### src/ssl_pkg.sv
package ssl_pkg;

  // Register byte offsets on the AXI4-Lite slave.
  localparam logic [7:0] OFF_LOW_CTRL = 8'h00;
  localparam logic [7:0] OFF_HIGH_CTRL = 8'h04;
  localparam logic [7:0] OFF_CONFIG = 8'h08;
  localparam logic [7:0] OFF_LPM = 8'h0C;
  localparam logic [7:0] OFF_STATUS = 8'h10;
  localparam logic [7:0] OFF_FLAGS = 8'h14;
  localparam logic [7:0] OFF_MASK = 8'h18;

  // Field positions of both side control registers; OVP_EN is on the high side only.
  localparam int SUP_EN = 0;
  localparam int SUP_MODE = 1;
  localparam int SUP_FP = 2;
  localparam int MON_EN = 3;
  localparam int MON_FP = 4;
  localparam int AUTO_CTL = 5;
  localparam int OVP_EN = 6;
  localparam int LOW_CTRL_W = 6;
  localparam int HIGH_CTRL_W = 7;

  // Field positions of the configuration and sleep request registers.
  localparam int CFG_LOW_POR = 0;
  localparam int LPM_DEEP_REQ = 0;
  localparam int LPM_LIGHT_REQ = 1;
  localparam int LPM_ON_EXIT = 2;
  localparam int LPM_EXIT_DEEP = 3;

  // Sticky event flags, shared layout with the mask register.
  localparam int FLG_LOW_SUP = 0;
  localparam int FLG_LOW_MON = 1;
  localparam int FLG_HIGH_SUP = 2;
  localparam int FLG_HIGH_MON = 3;
  localparam int FLG_WAKE = 4;
  localparam int FLAG_W = 5;

  // Status register field positions.
  localparam int ST_MODE = 0;
  localparam int ST_LOW_SUP = 2;
  localparam int ST_LOW_MON = 4;
  localparam int ST_HIGH_SUP = 6;
  localparam int ST_HIGH_MON = 8;
  localparam int ST_LOW_SETTLE = 10;
  localparam int ST_HIGH_SETTLE = 11;
  localparam int ST_WAKE_FAST = 12;
  localparam int ST_CPU_HOLD = 13;

  // Reset values: both supervisors and monitors enabled, normal mode.
  localparam logic [LOW_CTRL_W-1:0] LOW_CTRL_RST = 6'h09;
  localparam logic [HIGH_CTRL_W-1:0] HIGH_CTRL_RST = 7'h09;

  // AXI response codes.
  localparam logic [1:0] RESP_OKAY = 2'h0;
  localparam logic [1:0] RESP_SLVERR = 2'h2;

  // Delay times and their cycle counts at the 8 ns clock.
  localparam int unsigned CLK_PERIOD_NS = 8;
  localparam int unsigned SLOW_DELAY_NS = 150000;
  localparam int unsigned FAST_DELAY_NS = 2000;
  localparam int unsigned SLOW_DELAY_CYC =
    (SLOW_DELAY_NS + CLK_PERIOD_NS - 1) / CLK_PERIOD_NS;
  localparam int unsigned FAST_DELAY_CYC =
    (FAST_DELAY_NS + CLK_PERIOD_NS - 1) / CLK_PERIOD_NS;
  localparam int TIMER_W = 16;

  typedef enum logic [1:0] {
    PERF_OFF = 2'b00,
    PERF_NORMAL = 2'b01,
    PERF_FULL = 2'b10
  } ssl_perf_t;

  typedef enum logic [1:0] {
    PM_ACTIVE = 2'b00,
    PM_LIGHT = 2'b01,
    PM_DEEP = 2'b10,
    PM_WAKE = 2'b11
  } ssl_mode_t;

endpackage

### src/ssl_top.sv
// The AXI4-Lite register port and the address map were decided locally.
`timescale 1ns/100ps
module ssl_top
  import ssl_pkg::*;
#(
  parameter int SLOW_CYCLES = SLOW_DELAY_CYC
)
(
  // Clock and reset.
  input wire logic aclk,
  input wire logic aresetn,
  // AXI4-Lite write address and data.
  input wire logic s_axi_awvalid,
  output logic s_axi_awready,
  input wire logic [7:0] s_axi_awaddr,
  input wire logic [2:0] s_axi_awprot,
  input wire logic s_axi_wvalid,
  output logic s_axi_wready,
  input wire logic [31:0] s_axi_wdata,
  input wire logic [3:0] s_axi_wstrb,
  // AXI4-Lite write response.
  output logic s_axi_bvalid,
  input wire logic s_axi_bready,
  output logic [1:0] s_axi_bresp,
  // AXI4-Lite read.
  input wire logic s_axi_arvalid,
  output logic s_axi_arready,
  input wire logic [7:0] s_axi_araddr,
  input wire logic [2:0] s_axi_arprot,
  output logic s_axi_rvalid,
  input wire logic s_axi_rready,
  output logic [31:0] s_axi_rdata,
  output logic [1:0] s_axi_rresp,
  // Comparator trip levels from the analog supervisors and monitors.
  input wire logic low_sup_trip,
  input wire logic low_mon_trip,
  input wire logic high_sup_trip,
  input wire logic high_mon_trip,
  // CPU side sleep and wake events.
  input wire logic wake_irq,
  input wire logic isr_return,
  // Return-to-normal sources.
  input wire logic power_up_clear,
  input wire logic ext_reset_n,
  // Power state outputs.
  output logic [1:0] power_mode,
  output logic cpu_hold,
  output logic wake_fast,
  output logic [1:0] low_sup_state,
  output logic [1:0] low_mon_state,
  output logic [1:0] high_sup_state,
  output logic [1:0] high_mon_state,
  output logic low_side_settle_flag,
  output logic high_side_settle_flag,
  // Reset request and interrupt.
  output logic por_req,
  output logic irq
);

  localparam logic [TIMER_W-1:0] SLOW_LOAD = SLOW_CYCLES[TIMER_W-1:0];
  localparam logic [TIMER_W-1:0] FAST_LOAD = FAST_DELAY_CYC[TIMER_W-1:0];

  // Decodes one unit's performance state from its settings.
  function automatic ssl_perf_t perf_of(input logic en, input logic keep,
                                        input logic fp, input logic auto_c,
                                        input logic deep);
    ssl_perf_t r;
    r = PERF_OFF;
    if (en && (!deep || keep))
    begin
      if (deep && auto_c)
      begin
        r = fp ? PERF_NORMAL : PERF_OFF;
      end
      else
      begin
        r = fp ? PERF_FULL : PERF_NORMAL;
      end
    end
    return r;
  endfunction

  // Bus and register state.
  logic aw_full_ff;
  logic [7:0] awaddr_ff;
  logic w_full_ff;
  logic [7:0] wdata_ff;
  logic wstrb0_ff;
  logic bvalid_ff;
  logic [1:0] bresp_ff;
  logic rvalid_ff;
  logic [31:0] rdata_ff;
  logic [1:0] rresp_ff;
  logic [LOW_CTRL_W-1:0] low_side_control_reg_ff;
  logic [HIGH_CTRL_W-1:0] high_side_control_reg_ff;
  logic cfg_low_por_ff;
  logic sleep_on_exit_ff;
  logic exit_deep_ff;
  logic [FLAG_W-1:0] power_flag_reg_ff;
  logic [FLAG_W-1:0] mask_ff;
  ssl_mode_t mode_ff;
  ssl_mode_t nxt_mode;
  logic por_req_ff;
  logic [1:0] low_sup_ff;
  logic [1:0] low_mon_ff;
  logic [1:0] high_sup_ff;
  logic [1:0] high_mon_ff;
  logic wake_fast_ff;

  // Bus handshakes and write decode.
  logic do_write;
  logic wr_en;
  logic wr_low;
  logic wr_high;
  logic wr_cfg;
  logic wr_lpm;
  logic wr_flags;
  logic wr_mask;
  logic wr_hit;
  logic ar_take;
  assign s_axi_awready = !aw_full_ff && !bvalid_ff;
  assign s_axi_wready = !w_full_ff && !bvalid_ff;
  assign s_axi_arready = !rvalid_ff;
  assign do_write = aw_full_ff && w_full_ff && !bvalid_ff;
  assign wr_en = do_write && wstrb0_ff;
  assign wr_low = wr_en && (awaddr_ff == OFF_LOW_CTRL);
  assign wr_high = wr_en && (awaddr_ff == OFF_HIGH_CTRL);
  assign wr_cfg = wr_en && (awaddr_ff == OFF_CONFIG);
  assign wr_lpm = wr_en && (awaddr_ff == OFF_LPM);
  assign wr_flags = wr_en && (awaddr_ff == OFF_FLAGS);
  assign wr_mask = wr_en && (awaddr_ff == OFF_MASK);
  assign wr_hit = (awaddr_ff == OFF_LOW_CTRL) ||
                  (awaddr_ff == OFF_HIGH_CTRL) ||
                  (awaddr_ff == OFF_CONFIG) || (awaddr_ff == OFF_LPM) ||
                  (awaddr_ff == OFF_STATUS) || (awaddr_ff == OFF_FLAGS) ||
                  (awaddr_ff == OFF_MASK);
  assign ar_take = s_axi_arvalid && s_axi_arready;

  // Control fields pulled apart for readability.
  logic l_sup_en, l_sup_md, l_sup_fp, l_mon_en, l_mon_fp, l_auto;
  logic h_sup_en, h_sup_md, h_sup_fp, h_mon_en, h_mon_fp, h_auto, h_ovp;
  assign l_sup_en = low_side_control_reg_ff[SUP_EN];
  assign l_sup_md = low_side_control_reg_ff[SUP_MODE];
  assign l_sup_fp = low_side_control_reg_ff[SUP_FP];
  assign l_mon_en = low_side_control_reg_ff[MON_EN];
  assign l_mon_fp = low_side_control_reg_ff[MON_FP];
  assign l_auto = low_side_control_reg_ff[AUTO_CTL];
  assign h_sup_en = high_side_control_reg_ff[SUP_EN];
  assign h_sup_md = high_side_control_reg_ff[SUP_MODE];
  assign h_sup_fp = high_side_control_reg_ff[SUP_FP];
  assign h_mon_en = high_side_control_reg_ff[MON_EN];
  assign h_mon_fp = high_side_control_reg_ff[MON_FP];
  assign h_auto = high_side_control_reg_ff[AUTO_CTL];
  assign h_ovp = high_side_control_reg_ff[OVP_EN];

  // Unit states follow the power mode; waking units count as active.
  logic deep;
  ssl_perf_t ls_nxt, lm_nxt, hs_nxt, hm_nxt;
  assign deep = (mode_ff == PM_DEEP);
  assign ls_nxt = perf_of(l_sup_en, l_sup_md, l_sup_fp, l_auto, deep);
  assign lm_nxt = perf_of(l_mon_en, 1'b1, l_mon_fp, l_auto, deep);
  assign hs_nxt = perf_of(h_sup_en, h_sup_md, h_sup_fp, h_auto, deep);
  assign hm_nxt = (deep && h_auto) ? PERF_OFF :
                  perf_of(h_mon_en, 1'b1, h_mon_fp, 1'b0, deep);

  logic nxt_wake_fast;
  assign nxt_wake_fast = !((l_sup_en && !l_sup_fp) ||
                           (l_mon_en && !l_mon_fp));

  logic [TIMER_W-1:0] low_settle_load;
  logic [TIMER_W-1:0] high_settle_load;
  logic [TIMER_W-1:0] wake_load;
  assign low_settle_load = wdata_ff[SUP_FP] ? FAST_LOAD : SLOW_LOAD;
  assign high_settle_load = wdata_ff[SUP_FP] ? FAST_LOAD : SLOW_LOAD;
  assign wake_load = wake_fast_ff ? FAST_LOAD : SLOW_LOAD;

  ssl_timer #(.W(TIMER_W)) u_low_settle (
    .aclk(aclk),
    .aresetn(aresetn),
    .start(wr_low),
    .load(low_settle_load),
    .busy(low_side_settle_flag)
  );

  ssl_timer #(.W(TIMER_W)) u_high_settle (
    .aclk(aclk),
    .aresetn(aresetn),
    .start(wr_high),
    .load(high_settle_load),
    .busy(high_side_settle_flag)
  );

  logic wake_start;
  logic wake_busy;
  assign wake_start = (mode_ff == PM_DEEP) && wake_irq;
  ssl_timer #(.W(TIMER_W)) u_wake (
    .aclk(aclk),
    .aresetn(aresetn),
    .start(wake_start),
    .load(wake_load),
    .busy(wake_busy)
  );

  logic deep_req;
  logic light_req;
  logic clear_req;
  assign deep_req = (wr_lpm && wdata_ff[LPM_DEEP_REQ]) ||
                    (isr_return && sleep_on_exit_ff && exit_deep_ff);
  assign light_req = (wr_lpm && wdata_ff[LPM_LIGHT_REQ]) ||
                     (isr_return && sleep_on_exit_ff && !exit_deep_ff);
  assign clear_req = power_up_clear || !ext_reset_n;

  // Mode sequencer; a deep request outranks a light one.
  always_comb
  begin
    nxt_mode = mode_ff;
    unique case (mode_ff)
      PM_ACTIVE:
      begin
        if (deep_req)
        begin
          nxt_mode = PM_DEEP;
        end
        else if (light_req)
        begin
          nxt_mode = PM_LIGHT;
        end
      end
      PM_LIGHT:
      begin
        if (wake_irq)
        begin
          nxt_mode = PM_ACTIVE;
        end
      end
      PM_DEEP:
      begin
        if (wake_irq)
        begin
          nxt_mode = PM_WAKE;
        end
      end
      PM_WAKE:
      begin
        if (!wake_busy)
        begin
          nxt_mode = PM_ACTIVE;
        end
      end
    endcase
    if (clear_req)
    begin
      nxt_mode = PM_ACTIVE;
    end
  end

  // Trips count only while the unit is on.
  logic low_evt;
  logic low_sup_evt;
  logic low_mon_evt;
  logic high_sup_evt;
  logic high_mon_evt;
  logic ovp_evt;
  logic nxt_por;
  logic [FLAG_W-1:0] flag_set;
  assign low_sup_evt = low_sup_trip && (low_sup_ff != PERF_OFF);
  assign low_mon_evt = low_mon_trip && (low_mon_ff != PERF_OFF);
  assign high_sup_evt = high_sup_trip && (high_sup_ff != PERF_OFF);
  assign high_mon_evt = high_mon_trip && (high_mon_ff != PERF_OFF);
  assign low_evt = low_sup_evt || low_mon_evt;
  assign ovp_evt = high_mon_evt && h_ovp;
  assign nxt_por = (low_evt && cfg_low_por_ff) || ovp_evt;
  assign flag_set = {(mode_ff == PM_WAKE) && !wake_busy,
                     high_mon_evt && !h_ovp,
                     high_sup_evt,
                     low_mon_evt && !cfg_low_por_ff,
                     low_sup_evt && !cfg_low_por_ff};

  // Sticky flags: a new event wins over a same-cycle write of one.
  logic [FLAG_W-1:0] nxt_flags;
  assign nxt_flags = flag_set |
    (power_flag_reg_ff & ~(wr_flags ? wdata_ff[FLAG_W-1:0] : '0));

  // Read mux; unmapped offsets read zero with an error response.
  logic [31:0] status_word;
  logic [31:0] rd_word;
  logic rd_hit;
  assign status_word = {18'h0, mode_ff != PM_ACTIVE, wake_fast_ff,
                        high_side_settle_flag, low_side_settle_flag,
                        high_mon_ff, high_sup_ff, low_mon_ff, low_sup_ff,
                        mode_ff};
  assign rd_hit = (s_axi_araddr == OFF_LOW_CTRL) ||
                  (s_axi_araddr == OFF_HIGH_CTRL) ||
                  (s_axi_araddr == OFF_CONFIG) ||
                  (s_axi_araddr == OFF_LPM) ||
                  (s_axi_araddr == OFF_STATUS) ||
                  (s_axi_araddr == OFF_FLAGS) ||
                  (s_axi_araddr == OFF_MASK);
  assign rd_word =
    (s_axi_araddr == OFF_LOW_CTRL) ? {26'h0, low_side_control_reg_ff} :
    (s_axi_araddr == OFF_HIGH_CTRL) ? {25'h0, high_side_control_reg_ff} :
    (s_axi_araddr == OFF_CONFIG) ? {31'h0, cfg_low_por_ff} :
    (s_axi_araddr == OFF_LPM) ? {28'h0, exit_deep_ff, sleep_on_exit_ff,
                                 2'h0} :
    (s_axi_araddr == OFF_STATUS) ? status_word :
    (s_axi_araddr == OFF_FLAGS) ? {27'h0, power_flag_reg_ff} :
    (s_axi_araddr == OFF_MASK) ? {27'h0, mask_ff} : 32'h0;

  // Write address and data holding; either may arrive first.
  always_ff @(posedge aclk)
  begin
    if (!aresetn)
    begin
      aw_full_ff <= 1'b0;
      awaddr_ff <= 8'h00;
      w_full_ff <= 1'b0;
      wdata_ff <= 8'h00;
      wstrb0_ff <= 1'b0;
    end
    else
    begin
      if (s_axi_awvalid && s_axi_awready)
      begin
        aw_full_ff <= 1'b1;
        awaddr_ff <= s_axi_awaddr;
      end
      else if (do_write)
      begin
        aw_full_ff <= 1'b0;
      end
      if (s_axi_wvalid && s_axi_wready)
      begin
        w_full_ff <= 1'b1;
        wdata_ff <= s_axi_wdata[7:0];
        wstrb0_ff <= s_axi_wstrb[0];
      end
      else if (do_write)
      begin
        w_full_ff <= 1'b0;
      end
    end
  end

  // Write and read responses.
  always_ff @(posedge aclk)
  begin
    if (!aresetn)
    begin
      bvalid_ff <= 1'b0;
      bresp_ff <= RESP_OKAY;
      rvalid_ff <= 1'b0;
      rdata_ff <= 32'h0;
      rresp_ff <= RESP_OKAY;
    end
    else
    begin
      if (do_write)
      begin
        bvalid_ff <= 1'b1;
        bresp_ff <= wr_hit ? RESP_OKAY : RESP_SLVERR;
      end
      else if (s_axi_bready)
      begin
        bvalid_ff <= 1'b0;
      end
      if (ar_take)
      begin
        rvalid_ff <= 1'b1;
        rdata_ff <= rd_word;
        rresp_ff <= rd_hit ? RESP_OKAY : RESP_SLVERR;
      end
      else if (s_axi_rready)
      begin
        rvalid_ff <= 1'b0;
      end
    end
  end

  // Software-written registers.
  always_ff @(posedge aclk)
  begin
    if (!aresetn)
    begin
      low_side_control_reg_ff <= LOW_CTRL_RST;
      high_side_control_reg_ff <= HIGH_CTRL_RST;
      cfg_low_por_ff <= 1'b0;
      sleep_on_exit_ff <= 1'b0;
      exit_deep_ff <= 1'b0;
      mask_ff <= '0;
    end
    else
    begin
      if (wr_low)
      begin
        low_side_control_reg_ff <= wdata_ff[LOW_CTRL_W-1:0];
      end
      if (wr_high)
      begin
        high_side_control_reg_ff <= wdata_ff[HIGH_CTRL_W-1:0];
      end
      if (wr_cfg)
      begin
        cfg_low_por_ff <= wdata_ff[CFG_LOW_POR];
      end
      if (wr_lpm)
      begin
        sleep_on_exit_ff <= wdata_ff[LPM_ON_EXIT];
        exit_deep_ff <= wdata_ff[LPM_EXIT_DEEP];
      end
      if (wr_mask)
      begin
        mask_ff <= wdata_ff[FLAG_W-1:0];
      end
    end
  end

  // Mode, unit states, flags and reset request.
  always_ff @(posedge aclk)
  begin
    if (!aresetn)
    begin
      mode_ff <= PM_ACTIVE;
      low_sup_ff <= PERF_OFF;
      low_mon_ff <= PERF_OFF;
      high_sup_ff <= PERF_OFF;
      high_mon_ff <= PERF_OFF;
      wake_fast_ff <= 1'b0;
      power_flag_reg_ff <= '0;
      por_req_ff <= 1'b0;
    end
    else
    begin
      mode_ff <= nxt_mode;
      low_sup_ff <= ls_nxt;
      low_mon_ff <= lm_nxt;
      high_sup_ff <= hs_nxt;
      high_mon_ff <= hm_nxt;
      wake_fast_ff <= nxt_wake_fast;
      power_flag_reg_ff <= nxt_flags;
      por_req_ff <= nxt_por;
    end
  end

  // Outputs.
  assign s_axi_bvalid = bvalid_ff;
  assign s_axi_bresp = bresp_ff;
  assign s_axi_rvalid = rvalid_ff;
  assign s_axi_rdata = rdata_ff;
  assign s_axi_rresp = rresp_ff;
  assign power_mode = mode_ff;
  assign cpu_hold = (mode_ff != PM_ACTIVE);
  assign wake_fast = wake_fast_ff;
  assign low_sup_state = low_sup_ff;
  assign low_mon_state = low_mon_ff;
  assign high_sup_state = high_sup_ff;
  assign high_mon_state = high_mon_ff;
  assign por_req = por_req_ff;
  // The interrupt is a level, so it drops as soon as software clears.
  assign irq = |(power_flag_reg_ff & mask_ff);

endmodule

### src/ssl_timer.sv
`timescale 1ns/100ps
module ssl_timer
  import ssl_pkg::*;
#(
  parameter int W = TIMER_W
)
(
  // Clock and reset.
  input wire logic aclk,
  input wire logic aresetn,
  // Start and length.
  input wire logic start,
  input wire logic [W-1:0] load,
  // Running indication.
  output logic busy
);

  logic [W-1:0] cnt_ff;
  logic [W-1:0] nxt_cnt;

  // A new start restarts the count from the new load, so a rewrite restarts the delay.
  assign nxt_cnt = start ? load :
                   (cnt_ff != '0) ? cnt_ff - 1'b1 : cnt_ff;

  // Busy covers the start cycle so no gap shows before the count.
  assign busy = start | (cnt_ff != '0);

  // Down counter.
  always_ff @(posedge aclk)
  begin
    if (!aresetn)
    begin
      cnt_ff <= '0;
    end
    else
    begin
      cnt_ff <= nxt_cnt;
    end
  end

endmodule

### config.mk
export PLATFORM = sky130hd
export DESIGN_NAME = ssl_top
export DESIGN_NICKNAME = d
export VERILOG_FILES = /design/src/ssl_pkg.sv /design/src/ssl_top.sv /design/src/ssl_timer.sv
export SDC_FILE = /design/constraint.sdc
export NUM_CORES = 1
export LEC_CHECK = 0
export BUFFER_PORTS_ARGS = -buffer_cell sky130_fd_sc_hd__buf_2
export CORE_MARGIN = 2
export CORE_UTILIZATION = 44
export DETAILED_ROUTE_END_ITERATION = 6
export GPL_TIMING_DRIVEN = 0
export PLACE_DENSITY = 0.66
export SLEW_MARGIN = 0
export SYNTH_ARGS = -nofsm -noshare
export SYNTH_HDL_FRONTEND = slang
export SYNTH_SLANG_ARGS = --single-unit
### constraint.sdc
create_clock -name aclk -period 4.05 [get_ports aclk]
set_input_delay 0.2025 -clock aclk [delete_from_list [all_inputs] [get_ports aclk]]
set_output_delay 0.2025 -clock aclk [all_outputs]
set_load 0.1 [all_outputs]
==> impl_metrics.ini <==
[pwr]
switchingPower_mw = 1.86
swShare_pct = 36.7
p_clk_share_pct = 33.1
vdd_drop_max_uv = 403
internal_power_mw = 3.20
power.density_mw_per_mm2 = 690
sequentialPowerShare_pct = 32.1
p_leak_nw = 2.99
combPwrFrac_pct = 34.8

[global_route]
grt_first_pass_wirelength_mm = 25.8
track_usage_pct = 22.7
grt-ovfl-total = 0
antenna_found_initial = 1
first_global_vias = 5195
grt_max_degree = 17

[logic_synthesis]
synth_seq_cells = 122
syn_area_sq_mm = 0.00601
synth_flop_cell = dfxtp_1
yosysSeqAreaShare_pct = 40.6
synthArstFlopShare_pct = 0
syn_inst = 728
yosys_warnings = 0
syn_area_per_cell_sq_um = 8.26
synth_cell_types = 60
synth_edf_count = 0

[sta]
worst_pin_slew_ns = 1.00
hold_viol = 0
fin_tns_setup_ns = 0
slew_headroom_pct = 32.6
rsz0062_at_grt = no
maxSlewViolCount = 0
fin_crit_sh_pct = 67.5
min_period_ns = 2.73
worst_slack_ns = 1.32
skew_ns = 0.00395
setup_viol_count_final = 0
fmax_mhz = 366

[drt]
final_antenna_net_count = 0
drc = 0
vias = 5583
vias_per_cell = 5.42
drt-initial-drc-count = 496
firstDrtPassIters = 6
wirelength_mm = 16.2
wl_per_cell_microns = 15.8

[clock_network]
cts-resized-gates = 0
clock_latency_ns = 0.42
cts.root.buffer_cell = clkbuf_16
htreeDepth = 4
clock-sinks = 122
cts_max_path_buffers = 2
cts_setup_buffers = 0
cts_buffers = 17
cts.clk_slew.worst_paths_ns = 0.06
cts_hold_buf = 0
cts_tree = yes

[cells_and_area]
area_growth_pct = 21.9
nFillCells = 1267
drive_above_1_share_pct = 16.5
diodes = 0
nets = 920

[placement]
place.port_buffers = 75
dpl.hpwl_mm = 12.0
place_congestion = 0.931
place_ws_ns = 1.51

[die]
io_pins = 130
die_area_sq_mm = 0.0146
start_util_pct = 45.2
die_h_microns = 121
die_w_microns = 121
core-area_sq_mm = 0.0133
num_rows = 42

[setup_path]
startpoint = u_high_settle.cnt_ff[3]$_SDFFE_PN0N_
path_max_fanout = 10
required_ns = 3.85
crit_type = flip-flop to primary output
worstReg2RegStart = awaddr_ff[1]$_SDFFE_PN0P_
startpoint_type = flip-flop
cp-end-kind = primary output
arrival_ns = 2.53

[job]
drv_cap = 0

[status]
status = finished, final reports clean

[worst_hold_path]
holdCritPathClass = input pin to flip-flop
min_from = s_axi_awaddr[2]
[cells in the final DEF, fill, tap and decap left out, types with 20 or more instances in the layout]
cell      netlist  layout
a21boi_0       51      51
a21oi_1        24      24
buf_2           0      75
buf_4          20      20
clkbuf_1       31      32
conb_1          1      20
dfxtp_1       122     122
nand2_1       108     108
nand3_1        34      34
nor2_1         46      46
nor3_1         21      21
o21ai_0        34      34
[cells in the mapped netlist, drive strengths merged, types with 3 or more instances]
cell	n	area [sq um]
clkbuf	32	121
nor4b	4	35.0
xor2	15	131
nand2	108	405
a31o	3	26.3
a211oi	4	30.0
xnor2	17	149
nor2	46	173
o21ai	35	175
a211o	3	26.3
a21boi	51	383
and2	5	31.3
nor2b	19	119
dfxtp	122	2440
nor3b	7	52.6
a31oi	8	50.1
inv	16	60.1
and4	3	26.3
nand2b	9	56.3
nor4	12	75.1
or3	4	30.0
ha	6	75.1
o211ai	7	52.6
and3	11	68.8
a21oi	24	120
o21a	8	60.1
nand3b	7	52.6
nand4b	5	43.8
nand3	34	170
nand4	9	56.3
mux2i	13	130
buf	23	169
a22oi	5	37.5
or4	9	75.1
nor3	21	105
[through the flow]
| step | total power, mW | std cells | cell area [sq um] | hold WS [ns] | util [%] |
|---|---|---|---|---|---|
| after floorplan | 3.04 | 747 | 6090 | 0.340 | - |
| after global placement | 3.33 | 998 | 6680 | 0.432 | 50.3 |
| after detailed placement | 3.38 | 998 | 6680 | 0.434 | 50.3 |
| after CTS | 5.06 | 1030 | 7330 | 0.0235 | 55.2 |
| after global routing | 5.35 | 1030 | 7330 | 0.0391 | 55.2 |
| final | 5.06 | 1030 | 7330 | 0.0254 | 55.2 |
[worst max-delay path, stage by stage, from the launching register on]
cell and delay, ns:
dfxtp_1 0.33, nor4_1 0.63, nand4_1 0.54, nand2b_1 0.32
buf_2 0.29
[final timing paths]
| kind | cells past startpoint | end | slack, ns |
|---|---|---|---|
| max | 4 | high_side_settle_flag | 1.32 |
| min reg2reg | 1 | high_mon_state[0]$_SDFF_PP0_ | 0.44 |
| max reg2reg | 5 | high_side_control_reg_ff[6]$_SDFFE_PN0P_ | 1.44 |
| min | 3 | awaddr_ff[2]$_SDFFE_PN0P_ | 0.03 |
[power groups by stage]
stage	sequential, mW	combinational, mW	clock (mW)
floorplan	1.63	1.41	0
global placement	1.63	1.70	0
detailed placement	1.64	1.74	0
CTS	1.62	1.76	1.68
global route	1.65	1.96	1.74
finish	1.62	1.76	1.67
[kinds of logic after synthesis]
kind of cell,after synthesis,share of synthesized area [%]
other,1,0.0623
DFF,122,40.6
muxes,15,2.54
adders and majority gates,6,1.25
and+or+nand+nor,317,26.7
buffers and inverters,71,5.82
xor gates and xnor gates,32,4.66
AOI/OAI and AO/OA,164,18.3
[routing by layer]
metal  part of all wire (%)  wire (microns)  global-route usage (%)
met5                   0.18              30                       0
met1                     44            7200                    28.9
met4                    2.2             358                    8.94
met2                     46            7430                    36.2
met3                    7.4            1210                    6.44
[cell type report]
cell class	count	area (sq um)	share of cell area, %
Buffer	55	290	3.96
Clock buffer	20	457	6.23
Clock inverter	12	195	2.66
Inverter	16	60.1	0.819
Multi-Input combinational cell	554	3290	44.9
Sequential cell	122	2440	33.3
Tap cell	176	220	3.00
Timing Repair Buffer	75	375	5.12
[state kept, by name (all words and copies together), names as in the netlist, 5 cells and up]
register                  cells
low_side_control_reg_ff       6
mask_ff                       5
wdata_ff                      7
awaddr_ff                     8
high_side_control_reg_ff      7
power_flag_reg_ff             5
s_axi_rdata                  14
u_high_settle.cnt_ff         16
u_wake.cnt_ff                16
u_low_settle.cnt_ff          16
Note: power is estimated with default switching activity, not from simulation.
